File: src/rft_params.svh
`ifndef RFT_PARAMS_SVH
`define RFT_PARAMS_SVH

// register indices; byte address is four times the index
`define RFT_IDX_T2_CONTROL 6'h19
`define RFT_IDX_T2_RELOAD_HIGH 6'h1a
`define RFT_IDX_T2_RELOAD_LOW 6'h1b
`define RFT_IDX_T2_COUNT_HIGH 6'h1c
`define RFT_IDX_T2_COUNT_LOW 6'h1d
`define RFT_IDX_T3_CONTROL 6'h1e
`define RFT_IDX_T3_RELOAD_HIGH 6'h1f
`define RFT_IDX_T3_RELOAD_LOW 6'h20
`define RFT_IDX_T3_COUNT_HIGH 6'h21
`define RFT_IDX_T3_COUNT_LOW 6'h22
`define RFT_IDX_STATUS 6'h30

// control field positions
`define RFT_BIT_STOP_RX 7
`define RFT_BIT_START_LO 4
`define RFT_BIT_RELOAD_ON_ZERO 3
`define RFT_BIT_CLOCK_LO 0
`define RFT_CONTROL_WMASK 8'hbb

// status field positions
`define RFT_BIT_FLAG_LO 0
`define RFT_BIT_RUNNING_LO 4

// reset values
`define RFT_CONTROL_RESET 8'h00
`define RFT_RELOAD_RESET 16'h0000
`define RFT_FLAGS_RESET 2'h0

`endif

File: src/rft_pkg.sv
package rft_pkg;

    typedef enum logic [1:0] {
        RFT_START_NONE,
        RFT_START_TXEND,
        RFT_START_TRIM,
        RFT_START_TRIM_UF
    } rft_start_mode_t;

    typedef enum logic [1:0] {
        RFT_CLK_13M56,
        RFT_CLK_212K,
        RFT_CLK_TIMER0,
        RFT_CLK_TIMER1
    } rft_clock_sel_t;

    typedef struct packed {
        logic stopOnRx;
        logic rsvd6;
        rft_start_mode_t startMode;
        logic reloadOnZero;
        logic rsvd2;
        rft_clock_sel_t clockSelect;
    } rft_control_t;

    typedef struct packed {
        logic tick13m56;
        logic tick212k;
        logic timer0Underflow;
        logic timer1Underflow;
    } rft_tick_src_t;

    typedef struct packed {
        logic txEnd;
        logic rxFirstBits;
        logic trimRise;
    } rft_rf_events_t;

endpackage

File: src/rft_countdown.sv
`timescale 1ns/1ns
`include "rft_params.svh"
module rft_countdown (
    input wire logic core_clk,
    input wire logic rstN,
    input wire rft_pkg::rft_control_t control,
    input wire logic [15:0] reload,
    input wire rft_pkg::rft_rf_events_t events,
    input wire logic tick,
    output logic [15:0] count,
    output logic running,
    output logic underflow
);
    import rft_pkg::*;

    logic trimMode;
    logic startEvent;
    logic stopEvent;
    logic countStep;
    logic atZero;
    logic restartAtZero;

    assign trimMode = control.startMode[1];
    assign startEvent = ((control.startMode == RFT_START_TXEND) && events.txEnd)
        || (trimMode && events.trimRise && !running);
    // stop on rx only outside trimming; a trim edge toggles
    assign stopEvent = running && ((trimMode && events.trimRise)
        || (!trimMode && control.stopOnRx && events.rxFirstBits));
    assign countStep = running && tick && !startEvent && !stopEvent;
    assign atZero = (count == 16'h0000);
    // trimming without underflow always halts at zero
    assign restartAtZero = control.reloadOnZero && (control.startMode != RFT_START_TRIM);

    ////////////////////////////////////////////////////////////////////////
    always_ff @(posedge core_clk or negedge rstN) begin
        if (!rstN) begin
            running <= 1'b0;
        end else if (startEvent) begin
            running <= 1'b1;
        end else if (stopEvent) begin
            running <= 1'b0;
        end else if (countStep && atZero && !restartAtZero) begin
            running <= 1'b0;
        end
    end

    always_ff @(posedge core_clk or negedge rstN) begin
        if (!rstN) begin
            count <= `RFT_RELOAD_RESET;
        end else if (startEvent) begin
            count <= reload;
        end else if (countStep) begin
            if (!atZero) begin
                count <= count - 16'h0001;
            end else if (restartAtZero) begin
                count <= reload;
            end
        end
    end

    always_ff @(posedge core_clk or negedge rstN) begin
        if (!rstN) begin
            underflow <= 1'b0;
        end else begin
            underflow <= countStep && atZero && (control.startMode != RFT_START_TRIM);
        end
    end

endmodule

File: src/rft_timer23.sv
`timescale 1ns/1ns
`include "rft_params.svh"
module rft_timer23 (
    input wire logic core_clk,
    input wire logic nrst,
    input wire logic [7:0] avs_address,
    input wire logic avs_read,
    input wire logic avs_write,
    input wire logic [31:0] avs_writedata,
    input wire logic [3:0] avs_byteenable,
    output logic [31:0] avs_readdata,
    output logic avs_waitrequest,
    input wire logic txEnd,
    input wire logic rxFirstBits,
    input wire logic lfoTrimPin,
    input wire rft_pkg::rft_tick_src_t tickSrc,
    output logic [1:0] underflowFlags,
    output logic [1:0] timerRunning
);
    import rft_pkg::*;

    localparam int NUM_TIMERS = 2;

    ////////////////////////////////////////////////////////////////////////
    // reset release and pin synchronisation

    logic rstSync1;
    logic rstSync2;
    logic rstN;
    logic trimSync1;
    logic trimSync2;
    logic trimLast;
    logic trimRise;

    always_ff @(posedge core_clk or negedge nrst) begin
        if (!nrst) begin
            rstSync1 <= 1'b0;
            rstSync2 <= 1'b0;
        end else begin
            rstSync1 <= 1'b1;
            rstSync2 <= rstSync1;
        end
    end

    assign rstN = rstSync2;

    // oscillator pin is asynchronous; only the second stage and its delayed copy are looked at
    always_ff @(posedge core_clk or negedge rstN) begin
        if (!rstN) begin
            trimSync1 <= 1'b0;
            trimSync2 <= 1'b0;
            trimLast <= 1'b0;
        end else begin
            trimSync1 <= lfoTrimPin;
            trimSync2 <= trimSync1;
            trimLast <= trimSync2;
        end
    end

    assign trimRise = trimSync2 && !trimLast;

    ////////////////////////////////////////////////////////////////////////
    // shared decoding

    function automatic logic [5:0] regIndex(input logic [7:0] addr);
        regIndex = addr[7:2];
    endfunction

    function automatic logic selectTick(input rft_clock_sel_t sel,
                                        input rft_tick_src_t src);
        unique case (sel)
            RFT_CLK_13M56: selectTick = src.tick13m56;
            RFT_CLK_212K: selectTick = src.tick212k;
            RFT_CLK_TIMER0: selectTick = src.timer0Underflow;
            RFT_CLK_TIMER1: selectTick = src.timer1Underflow;
        endcase
    endfunction

    function automatic rft_control_t maskControl(input logic [7:0] data);
        maskControl = rft_control_t'(data & `RFT_CONTROL_WMASK);
    endfunction

    ////////////////////////////////////////////////////////////////////////
    // avalon slave handshake: one wait cycle per access

    logic ack;
    logic request;
    logic wrStrobe;
    logic [5:0] index;
    logic [7:0] next_readByte;

    assign request = avs_read || avs_write;
    assign avs_waitrequest = request && !ack;
    assign wrStrobe = avs_write && ack && avs_byteenable[0];
    assign index = regIndex(avs_address);

    always_ff @(posedge core_clk or negedge rstN) begin
        if (!rstN) begin
            ack <= 1'b0;
        end else begin
            ack <= request && !ack;
        end
    end

    ////////////////////////////////////////////////////////////////////////
    // software registers

    rft_control_t control [NUM_TIMERS];
    logic [15:0] reload [NUM_TIMERS];
    logic [15:0] count [NUM_TIMERS];
    logic [NUM_TIMERS-1:0] running;
    logic [NUM_TIMERS-1:0] underflow;
    logic [NUM_TIMERS-1:0] flags;
    logic [NUM_TIMERS-1:0] flagClear;

    always_ff @(posedge core_clk or negedge rstN) begin
        if (!rstN) begin
            control[0] <= rft_control_t'(`RFT_CONTROL_RESET);
            control[1] <= rft_control_t'(`RFT_CONTROL_RESET);
        end else if (wrStrobe) begin
            if (index == `RFT_IDX_T2_CONTROL) begin
                control[0] <= maskControl(avs_writedata[7:0]);
            end
            if (index == `RFT_IDX_T3_CONTROL) begin
                control[1] <= maskControl(avs_writedata[7:0]);
            end
        end
    end

    // reload feeds the counter on a start event and on a restart at zero
    always_ff @(posedge core_clk or negedge rstN) begin
        if (!rstN) begin
            reload[0] <= `RFT_RELOAD_RESET;
            reload[1] <= `RFT_RELOAD_RESET;
        end else if (wrStrobe) begin
            unique case (index)
                `RFT_IDX_T2_RELOAD_HIGH: reload[0][15:8] <= avs_writedata[7:0];
                `RFT_IDX_T2_RELOAD_LOW: reload[0][7:0] <= avs_writedata[7:0];
                `RFT_IDX_T3_RELOAD_HIGH: reload[1][15:8] <= avs_writedata[7:0];
                `RFT_IDX_T3_RELOAD_LOW: reload[1][7:0] <= avs_writedata[7:0];
                default: ;
            endcase
        end
    end

    assign flagClear = (wrStrobe && index == `RFT_IDX_STATUS) ?
        avs_writedata[`RFT_BIT_FLAG_LO +: NUM_TIMERS] : '0;

    // a new underflow in the clearing cycle survives the clear
    always_ff @(posedge core_clk or negedge rstN) begin
        if (!rstN) begin
            flags <= `RFT_FLAGS_RESET;
        end else begin
            flags <= (flags & ~flagClear) | underflow;
        end
    end

    assign underflowFlags = flags;
    assign timerRunning = running;

    ////////////////////////////////////////////////////////////////////////
    // read path; count bytes are live and not latched as a pair,
    // so reading both halves while counting can tear

    always_comb begin
        next_readByte = 8'h00;
        unique case (index)
            `RFT_IDX_T2_CONTROL: next_readByte = control[0];
            `RFT_IDX_T2_RELOAD_HIGH: next_readByte = reload[0][15:8];
            `RFT_IDX_T2_RELOAD_LOW: next_readByte = reload[0][7:0];
            `RFT_IDX_T2_COUNT_HIGH: next_readByte = count[0][15:8];
            `RFT_IDX_T2_COUNT_LOW: next_readByte = count[0][7:0];
            `RFT_IDX_T3_CONTROL: next_readByte = control[1];
            `RFT_IDX_T3_RELOAD_HIGH: next_readByte = reload[1][15:8];
            `RFT_IDX_T3_RELOAD_LOW: next_readByte = reload[1][7:0];
            `RFT_IDX_T3_COUNT_HIGH: next_readByte = count[1][15:8];
            `RFT_IDX_T3_COUNT_LOW: next_readByte = count[1][7:0];
            `RFT_IDX_STATUS: begin
                next_readByte[`RFT_BIT_FLAG_LO +: NUM_TIMERS] = flags;
                next_readByte[`RFT_BIT_RUNNING_LO +: NUM_TIMERS] = running;
            end
            default: next_readByte = 8'h00;
        endcase
    end

    always_ff @(posedge core_clk or negedge rstN) begin
        if (!rstN) begin
            avs_readdata <= 32'h00000000;
        end else if (avs_read && !ack) begin
            avs_readdata <= {24'h000000, next_readByte};
        end
    end

    ////////////////////////////////////////////////////////////////////////
    // the two timers; index 0 is timer 2, index 1 is timer 3

    rft_rf_events_t events;

    assign events = '{txEnd: txEnd, rxFirstBits: rxFirstBits, trimRise: trimRise};

    genvar t;
    generate
        for (t = 0; t < NUM_TIMERS; t++) begin : gTimer
            logic tick;
            logic trimMode;
            logic quiet;

            assign tick = selectTick(control[t].clockSelect, tickSrc);
            assign trimMode = control[t].startMode[1];
            assign quiet = !txEnd && !rxFirstBits && !trimRise;

            rft_countdown uCountdown (
                .core_clk(core_clk),
                .rstN(rstN),
                .control(control[t]),
                .reload(reload[t]),
                .events(events),
                .tick(tick),
                .count(count[t]),
                .running(running[t]),
                .underflow(underflow[t])
            );

        end
    endgenerate
endmodule

File: config.mk
export PLATFORM = sky130hd
export DESIGN_NAME = rft_timer23
export DESIGN_NICKNAME = d
export VERILOG_FILES = /design/src/rft_pkg.sv /design/src/rft_countdown.sv /design/src/rft_timer23.sv
export VERILOG_INCLUDE_DIRS = /design/src
export SDC_FILE = /design/constraint.sdc
export NUM_CORES = 1
export LEC_CHECK = 0
export BUFFER_PORTS_ARGS = -buffer_cell sky130_fd_sc_hd__buf_2
export CAP_MARGIN = 10
export CORE_AREA = 5 5 114 116
export DETAILED_ROUTE_END_ITERATION = 10
export DIE_AREA = 0 0 119 121
export PLACE_DENSITY = 0.72
export SYNTH_ARGS = -nofsm -noshare
export SYNTH_HDL_FRONTEND = slang
export SYNTH_SLANG_ARGS = --single-unit
export TNS_END_PERCENT = 5
File: constraint.sdc
create_clock -name core_clk -period 5.6 [get_ports core_clk]
set_input_delay 1.4 -clock core_clk [delete_from_list [all_inputs] [get_ports core_clk]]
set_output_delay 1.4 -clock core_clk [all_outputs]
set_load 0.02 [all_outputs]
# Yosys cells after proc, flatten, opt, wreduce, memory -nomap -nowiden

Cells that the tools add are included.

Memory bits (read-only): 0
Latch bits: 0
Bits in writable memories: 0
Memories: 0
Flip-flop bits (word level): 96
Word-level logic and storage cells: 140

Bitwise gates (word level): 3
$add $sub $neg: 2
Multipliers: 0
Eq/ne operators: 23
Reductions and logical operators: 65
Magnitude comparators: 0
Divide/modulo/power cells: 0
Shift operators: 0
Mux-type cells: 21

Operators with widths:

| cell                                                | number |
|---|---|
| two-way mux 16 bit                                  | 8 |
| one-hot mux 2 bit (11 select lines)                 | 2 |
| equality test 6 x 5 -> 1 bit, second input constant | 7 |
| one-hot mux 2 bit (10 select lines)                 | 2 |
| logical AND 1 bit                                   | 32 |
| zero test 16 bit                                    | 2 |
| subtractor 16 x 1 -> 16 bit, second input constant  | 2 |
| equality test 6 bit, second input constant          | 4 |
| AND reduction 2 bit                                 | 8 |
| zero test 1 bit                                     | 12 |
| equality test 2 x 1 -> 1 bit, second input constant | 4 |
| equality test 2 bit, second input constant          | 4 |
| one-hot mux 1 bit (4 select lines)                  | 2 |
| two-way mux 1 bit                                   | 6 |
| != test 3 x 2 -> 1 bit, second input constant       | 2 |
| nonzero test 3 bit                                  | 2 |
| logical OR 1 bit                                    | 5 |
| zero test 2 bit                                     | 2 |
| != test 2 bit, second input constant                | 2 |
| nonzero test 2 bit                                  | 2 |
| AND 2 bit                                           | 1 |
| two-way mux 2 bit                                   | 1 |
| NOT 2 bit                                           | 1 |
| bitwise OR 2 bit                                    | 1 |

# Longest topological paths before layout

Depth after elaboration: 13
Gate-level depth with buffers: 10
Depth with buffers taken out: 8

# Cells and area by module

A second synthesis with hierarchy kept.

Cells, all modules: 571
Area total of the unflattened synthesis: 6,014.5 um2

Modules (own cells, without submodules):

| module        | area each (um2) | cells an instance | instances |
|---|---|---|---|
| rft_timer23   | 3,379.5         | 275               | 1 |
| rft_countdown | 1,317.5         | 148               | 2 |

# Least setup slack after synthesis

OpenSTA, ideal clock, no wires.

Path type: in2out
Start point: input avs_write
End point: output avs_waitrequest
Path slack: 2.470 ns
Data required time: 4.200 ns
Arrival: 1.730 ns
Cell stages on the path: 2
Cells stage by stage: nor2_1 > nor2_1

Longest elaborated chain between the ends: 2

RTL lines:

| element           | RTL line          | RTL |
|---|---|---|
| start, declared   | rft_timer23.sv:8  | `input wire logic avs_write,` |
| logical OR 1 bit  | rft_timer23.sv:92 | `assign request = avs_read \|\| avs_write;` |
| logical AND 1 bit | rft_timer23.sv:93 | `assign avs_waitrequest = request && !ack;` |
| end, declared     | rft_timer23.sv:12 | `output logic avs_waitrequest,` |

No other way between the ends.

# Worst setup path in the final report

Start point: input txEnd
End point: register gTimer[1].uCountdown.count[11]

Longest elaborated chain between the ends: 7
Elaborated cells on any way between the ends: 9
Classes of those cells: 1 x eq/ne; 1 x mux; 7 x reduce/logical

RTL lines:

| element                         | RTL line            | RTL |
|---|---|---|
| start, declared                 | rft_timer23.sv:13   | `input wire logic txEnd,` |
| logical AND 1 bit (*)           | rft_countdown.sv:24 | `assign startEvent = ((control.startMode == RFT_START_TXEND) && events.txEnd)` |
| logical OR 1 bit (*)            | rft_countdown.sv:25 | `\|\| (trimMode && events.trimRise && !running);` |
| zero test 1 bit                 | rft_countdown.sv:29 | `assign countStep = running && tick && !startEvent && !stopEvent;` |
| logical AND 1 bit (2 in series) | rft_countdown.sv:29 |  |
| nonzero test 2 bit (no line)    | -                   |  |
| AND reduction 2 bit (no line)   | -                   |  |
| end signal, assigned            | rft_countdown.sv:49 | `` count <= `RFT_RELOAD_RESET; `` |
| end signal, assigned            | rft_countdown.sv:51 | `count <= reload;` |
| end signal, assigned            | rft_countdown.sv:54 | `count <= count - 16'h0001;` |
| end, declared                   | rft_countdown.sv:10 | `output logic [15:0] count,` |

Every way passes the cells marked *; elsewhere a longest branch is shown, timed or not.
A chain may end at the register's enable or synchronous reset.

==> metrics.txt <==
number of vias per cell after detailed routing 6.32; kind of critical path in2reg; routed wire length between 10 and 15 mm; Hold Path Class reg2async; VDD IR max 0.233 mV; post-layout min period 3.68 ns; total inserted antenna cells 0; placed cell count 707; wire per inst 20.6 um; filler instances 1090; core box area 11800 sq um; layout overhead on the synthesized area 8.88%; count of max-cap constraint violations 0; number of antenna violations at the first check in global routing 0; startpoint types input port; number of flops mapped to enable cells by yosys 0; number of clock sinks seen by CTS 96; CP Capture Type register; final hold violations 0; width of the die about 120 um; Crit path required time about 5.8 ns; pin slew with the least headroom to its limit around 1.2 ns; Num CTS Buffers 9; number of placement rows 40; clock tree skew after final layout 0.00985 ns; pwr/cell area 392 nW/um^2; Setup WS post-layout between 1.5 and 2 ns; Ys Warns 0; Worst slew margin 19.1%; buffer count from post-CTS setup fixing 0; flip-flop cell with the highest count after synthesis sky130_fd_sc_hd__dfrtp_1; Highest Clock Rate 272 MHz; TritonCTS clock tree done; area share of the leading cell type in the synthesized netlist approximately 44%; peak fanout along the critical path 36; count of state elements after synthesis 96; wire length of the first global-routing pass 23.7 mm; starting density of the core ~46%; main area contributors after synthesis sky130_fd_sc_hd__dfrtp_1 (44%), sky130_fd_sc_hd__mux2_2 (8.1%), sky130_fd_sc_hd__a21oi_1 (5.2%); most used cell, CP sky130_fd_sc_hd__a21oi_1; master of the slowest instance on the critical path sky130_fd_sc_hd__and2_1; static power due to leakage 2.76 nW; Max Transition Viols Final 0; unrepaired setup endpoints after global routing no; maximum level of the CTS H-tree 3; CTS Root Cell sky130_fd_sc_hd__clkbuf_16; Final Instance Count excl. Fillers 723; Clock Tree Buf Depth 2; final setup vio count 0; Worst Path Buf+Inv 1; RD Place Congestion around 0.9; total track usage 21.0%; Hold WS between 0.2 and 0.25 ns; unique cell type count in the Yosys netlist 64; final worst-path cycle share around 66%; number of top-level pins 92; Gate Count Post-Synth 550; count of nets after finishing 630; commonest non-fill, non-tap cell in the layout sky130_fd_sc_hd__dfrtp_1; aggregate global routing overflow 0; DP HPWL roughly 11 mm; count of hold-fix buffers inserted at cts 0; number of DRC violations after detailed-routing iteration 0 402; mean area per synthesized cell about 9.9 sq um; post-cts repair resize count 0; DRC violations left 0; Top delay family on crit path simple AND/OR/NAND/NOR gates; dominant cell type by area after synthesis sky130_fd_sc_hd__dfrtp_1; Crit path largest cell delay 1.01 ns; multi-input logic area 2760 sq um; Skew-Pair Late Insertion Delay around 0.35 ns; Sequential cell area 2410 sq um; count of antenna-violating nets left after detailed routing 0; clock transition at the registers of the reported paths 0.07 ns; Arrival @ worst endpoint 3.88 ns; critical-path cell list buf_2 -> and3b_1 -> a31oi_1 -> and2_1 -> o21ai_0 -> a21oi_1 -> a21oi_1; sequential share of the synthesized area 44.2%; most frequent cells in the layout sky130_fd_sc_hd__dfrtp_1 (95), sky130_fd_sc_hd__a21oi_1 (56), sky130_fd_sc_hd__mux2_2 (39); post-synthesis instance area ~5400 sq um; final setup TNS 0 ns; die boundary height ~120 um; fraction of layout instances using a drive strength above 1 21.0%; async set-reset flop share out of synthesis 100%; result of the run finished clean; share of the core filled with cells 50.1%; via total after detailed routing 4572; Place WS 1.64 ns; area of the die 14400 sq um; input/output buffers 38; pin count of the biggest net entering global routing 74; number of iterations in the first detailed-routing pass 5; number of global-route vias before repair 4263
## synth_stat cells, types with 6 or more instances
master / number
sky130_fd_sc_hd__nor4_1: 6
sky130_fd_sc_hd__a21o_1: 10
sky130_fd_sc_hd__o21ai_1: 8
sky130_fd_sc_hd__dfrtp_1: 96
sky130_fd_sc_hd__nor2_1: 37
sky130_fd_sc_hd__nand2b_1: 14
sky130_fd_sc_hd__nand3_1: 15
sky130_fd_sc_hd__nor3_1: 9
sky130_fd_sc_hd__mux2_2: 39
sky130_fd_sc_hd__a21oi_1: 56
sky130_fd_sc_hd__clkbuf_1: 14
sky130_fd_sc_hd__o21ai_0: 27
sky130_fd_sc_hd__nand4_1: 12
sky130_fd_sc_hd__and2_1: 8
sky130_fd_sc_hd__a22oi_1: 31
sky130_fd_sc_hd__buf_4: 26
sky130_fd_sc_hd__buf_2: 10
sky130_fd_sc_hd__nand2_1: 29
## area by class of cell
| class | instances | share of cell area, % |
|---|---|---|
| sequential | 96 | 40.6 |
| timing repair buffer | 42 | 3.72 |
| tap | 147 | 3.11 |
| clock buffer | 10 | 4.03 |
| inverter | 5 | 0.317 |
| multi-input combinational | 417 | 46.6 |
| clock inverter | 6 | 1.56 |
## stage by stage
stage | cell area, sq um | power [mW]
5_1_grt | 5920 | 2.44
4_1_cts | 5920 | 2.32
6_report | 5920 | 2.32
3_3_place_gp | 5590 | 1.61
2_1_floorplan | 5530 | 1.48
3_5_place_dp | 5590 | 1.64
## report_power, final
group          leakage [nW]  internal, mW  switching [mW]
registers              1.27         0.826           0.264
clock network         0.155         0.405           0.271
logic                  1.34         0.222           0.335
total                  2.76          1.45           0.870
## path summary, 6_finish.rpt
check | from | to | slack (ns) | depth (start not counted)
min in group core_clk | trimSync1$_DFF_PN0_ | trimSync2$_DFF_PN0_ | 0.35 | 0
max in group asynchronous | rstN$_DFF_PN0_ | gTimer[0].uCountdown.count[5]$_DFFE_PN0P_ | 4.14 | 1
worst min register to register | rstN$_DFF_PN0_ | gTimer[1].uCountdown.running$_DFFE_PN0P_ | 0.22 | 0
worst max-delay path | txEnd | gTimer[1].uCountdown.count[11]$_DFFE_PN0P_ | 1.92 | 7
worst max register to register | control[5]$_DFFE_PN0P_ | gTimer[1].uCountdown.count[11]$_DFFE_PN0P_ | 2.59 | 6
worst min-delay path | rstN$_DFF_PN0_ | gTimer[1].uCountdown.running$_DFFE_PN0P_ | 0.22 | 0
## sequential cells by signal, indices dropped and copies added, names as in the netlist
signal / cells
ack: 1
avs_readdata: 8
control: 12
gTimer.uCountdown.count: 32
gTimer.uCountdown.running: 2
gTimer.uCountdown.underflow: 2
reload: 32
rstN: 1
rstSync1: 1
trimLast: 1
trimSync1: 1
trimSync2: 1
underflowFlags: 2
## cells by family after synthesis
family	synth area share (%)
other	0.138
buffers and inverters	6.72
muxes	9.94
DFF	44.2
and+or+nand+nor	18.2
AOI/OAI and AO/OA	19.9
adders and majority gates	0.920
## metal layers
layer  wire, um  share of wire [%]  GRT usage, %
met5          0                  0             0
met4        363                2.4          7.60
met3       1190                8.0          4.38
met2       6930                 47          33.1
met1       6390                 43          28.6
(Power assumes the default switching activity.)
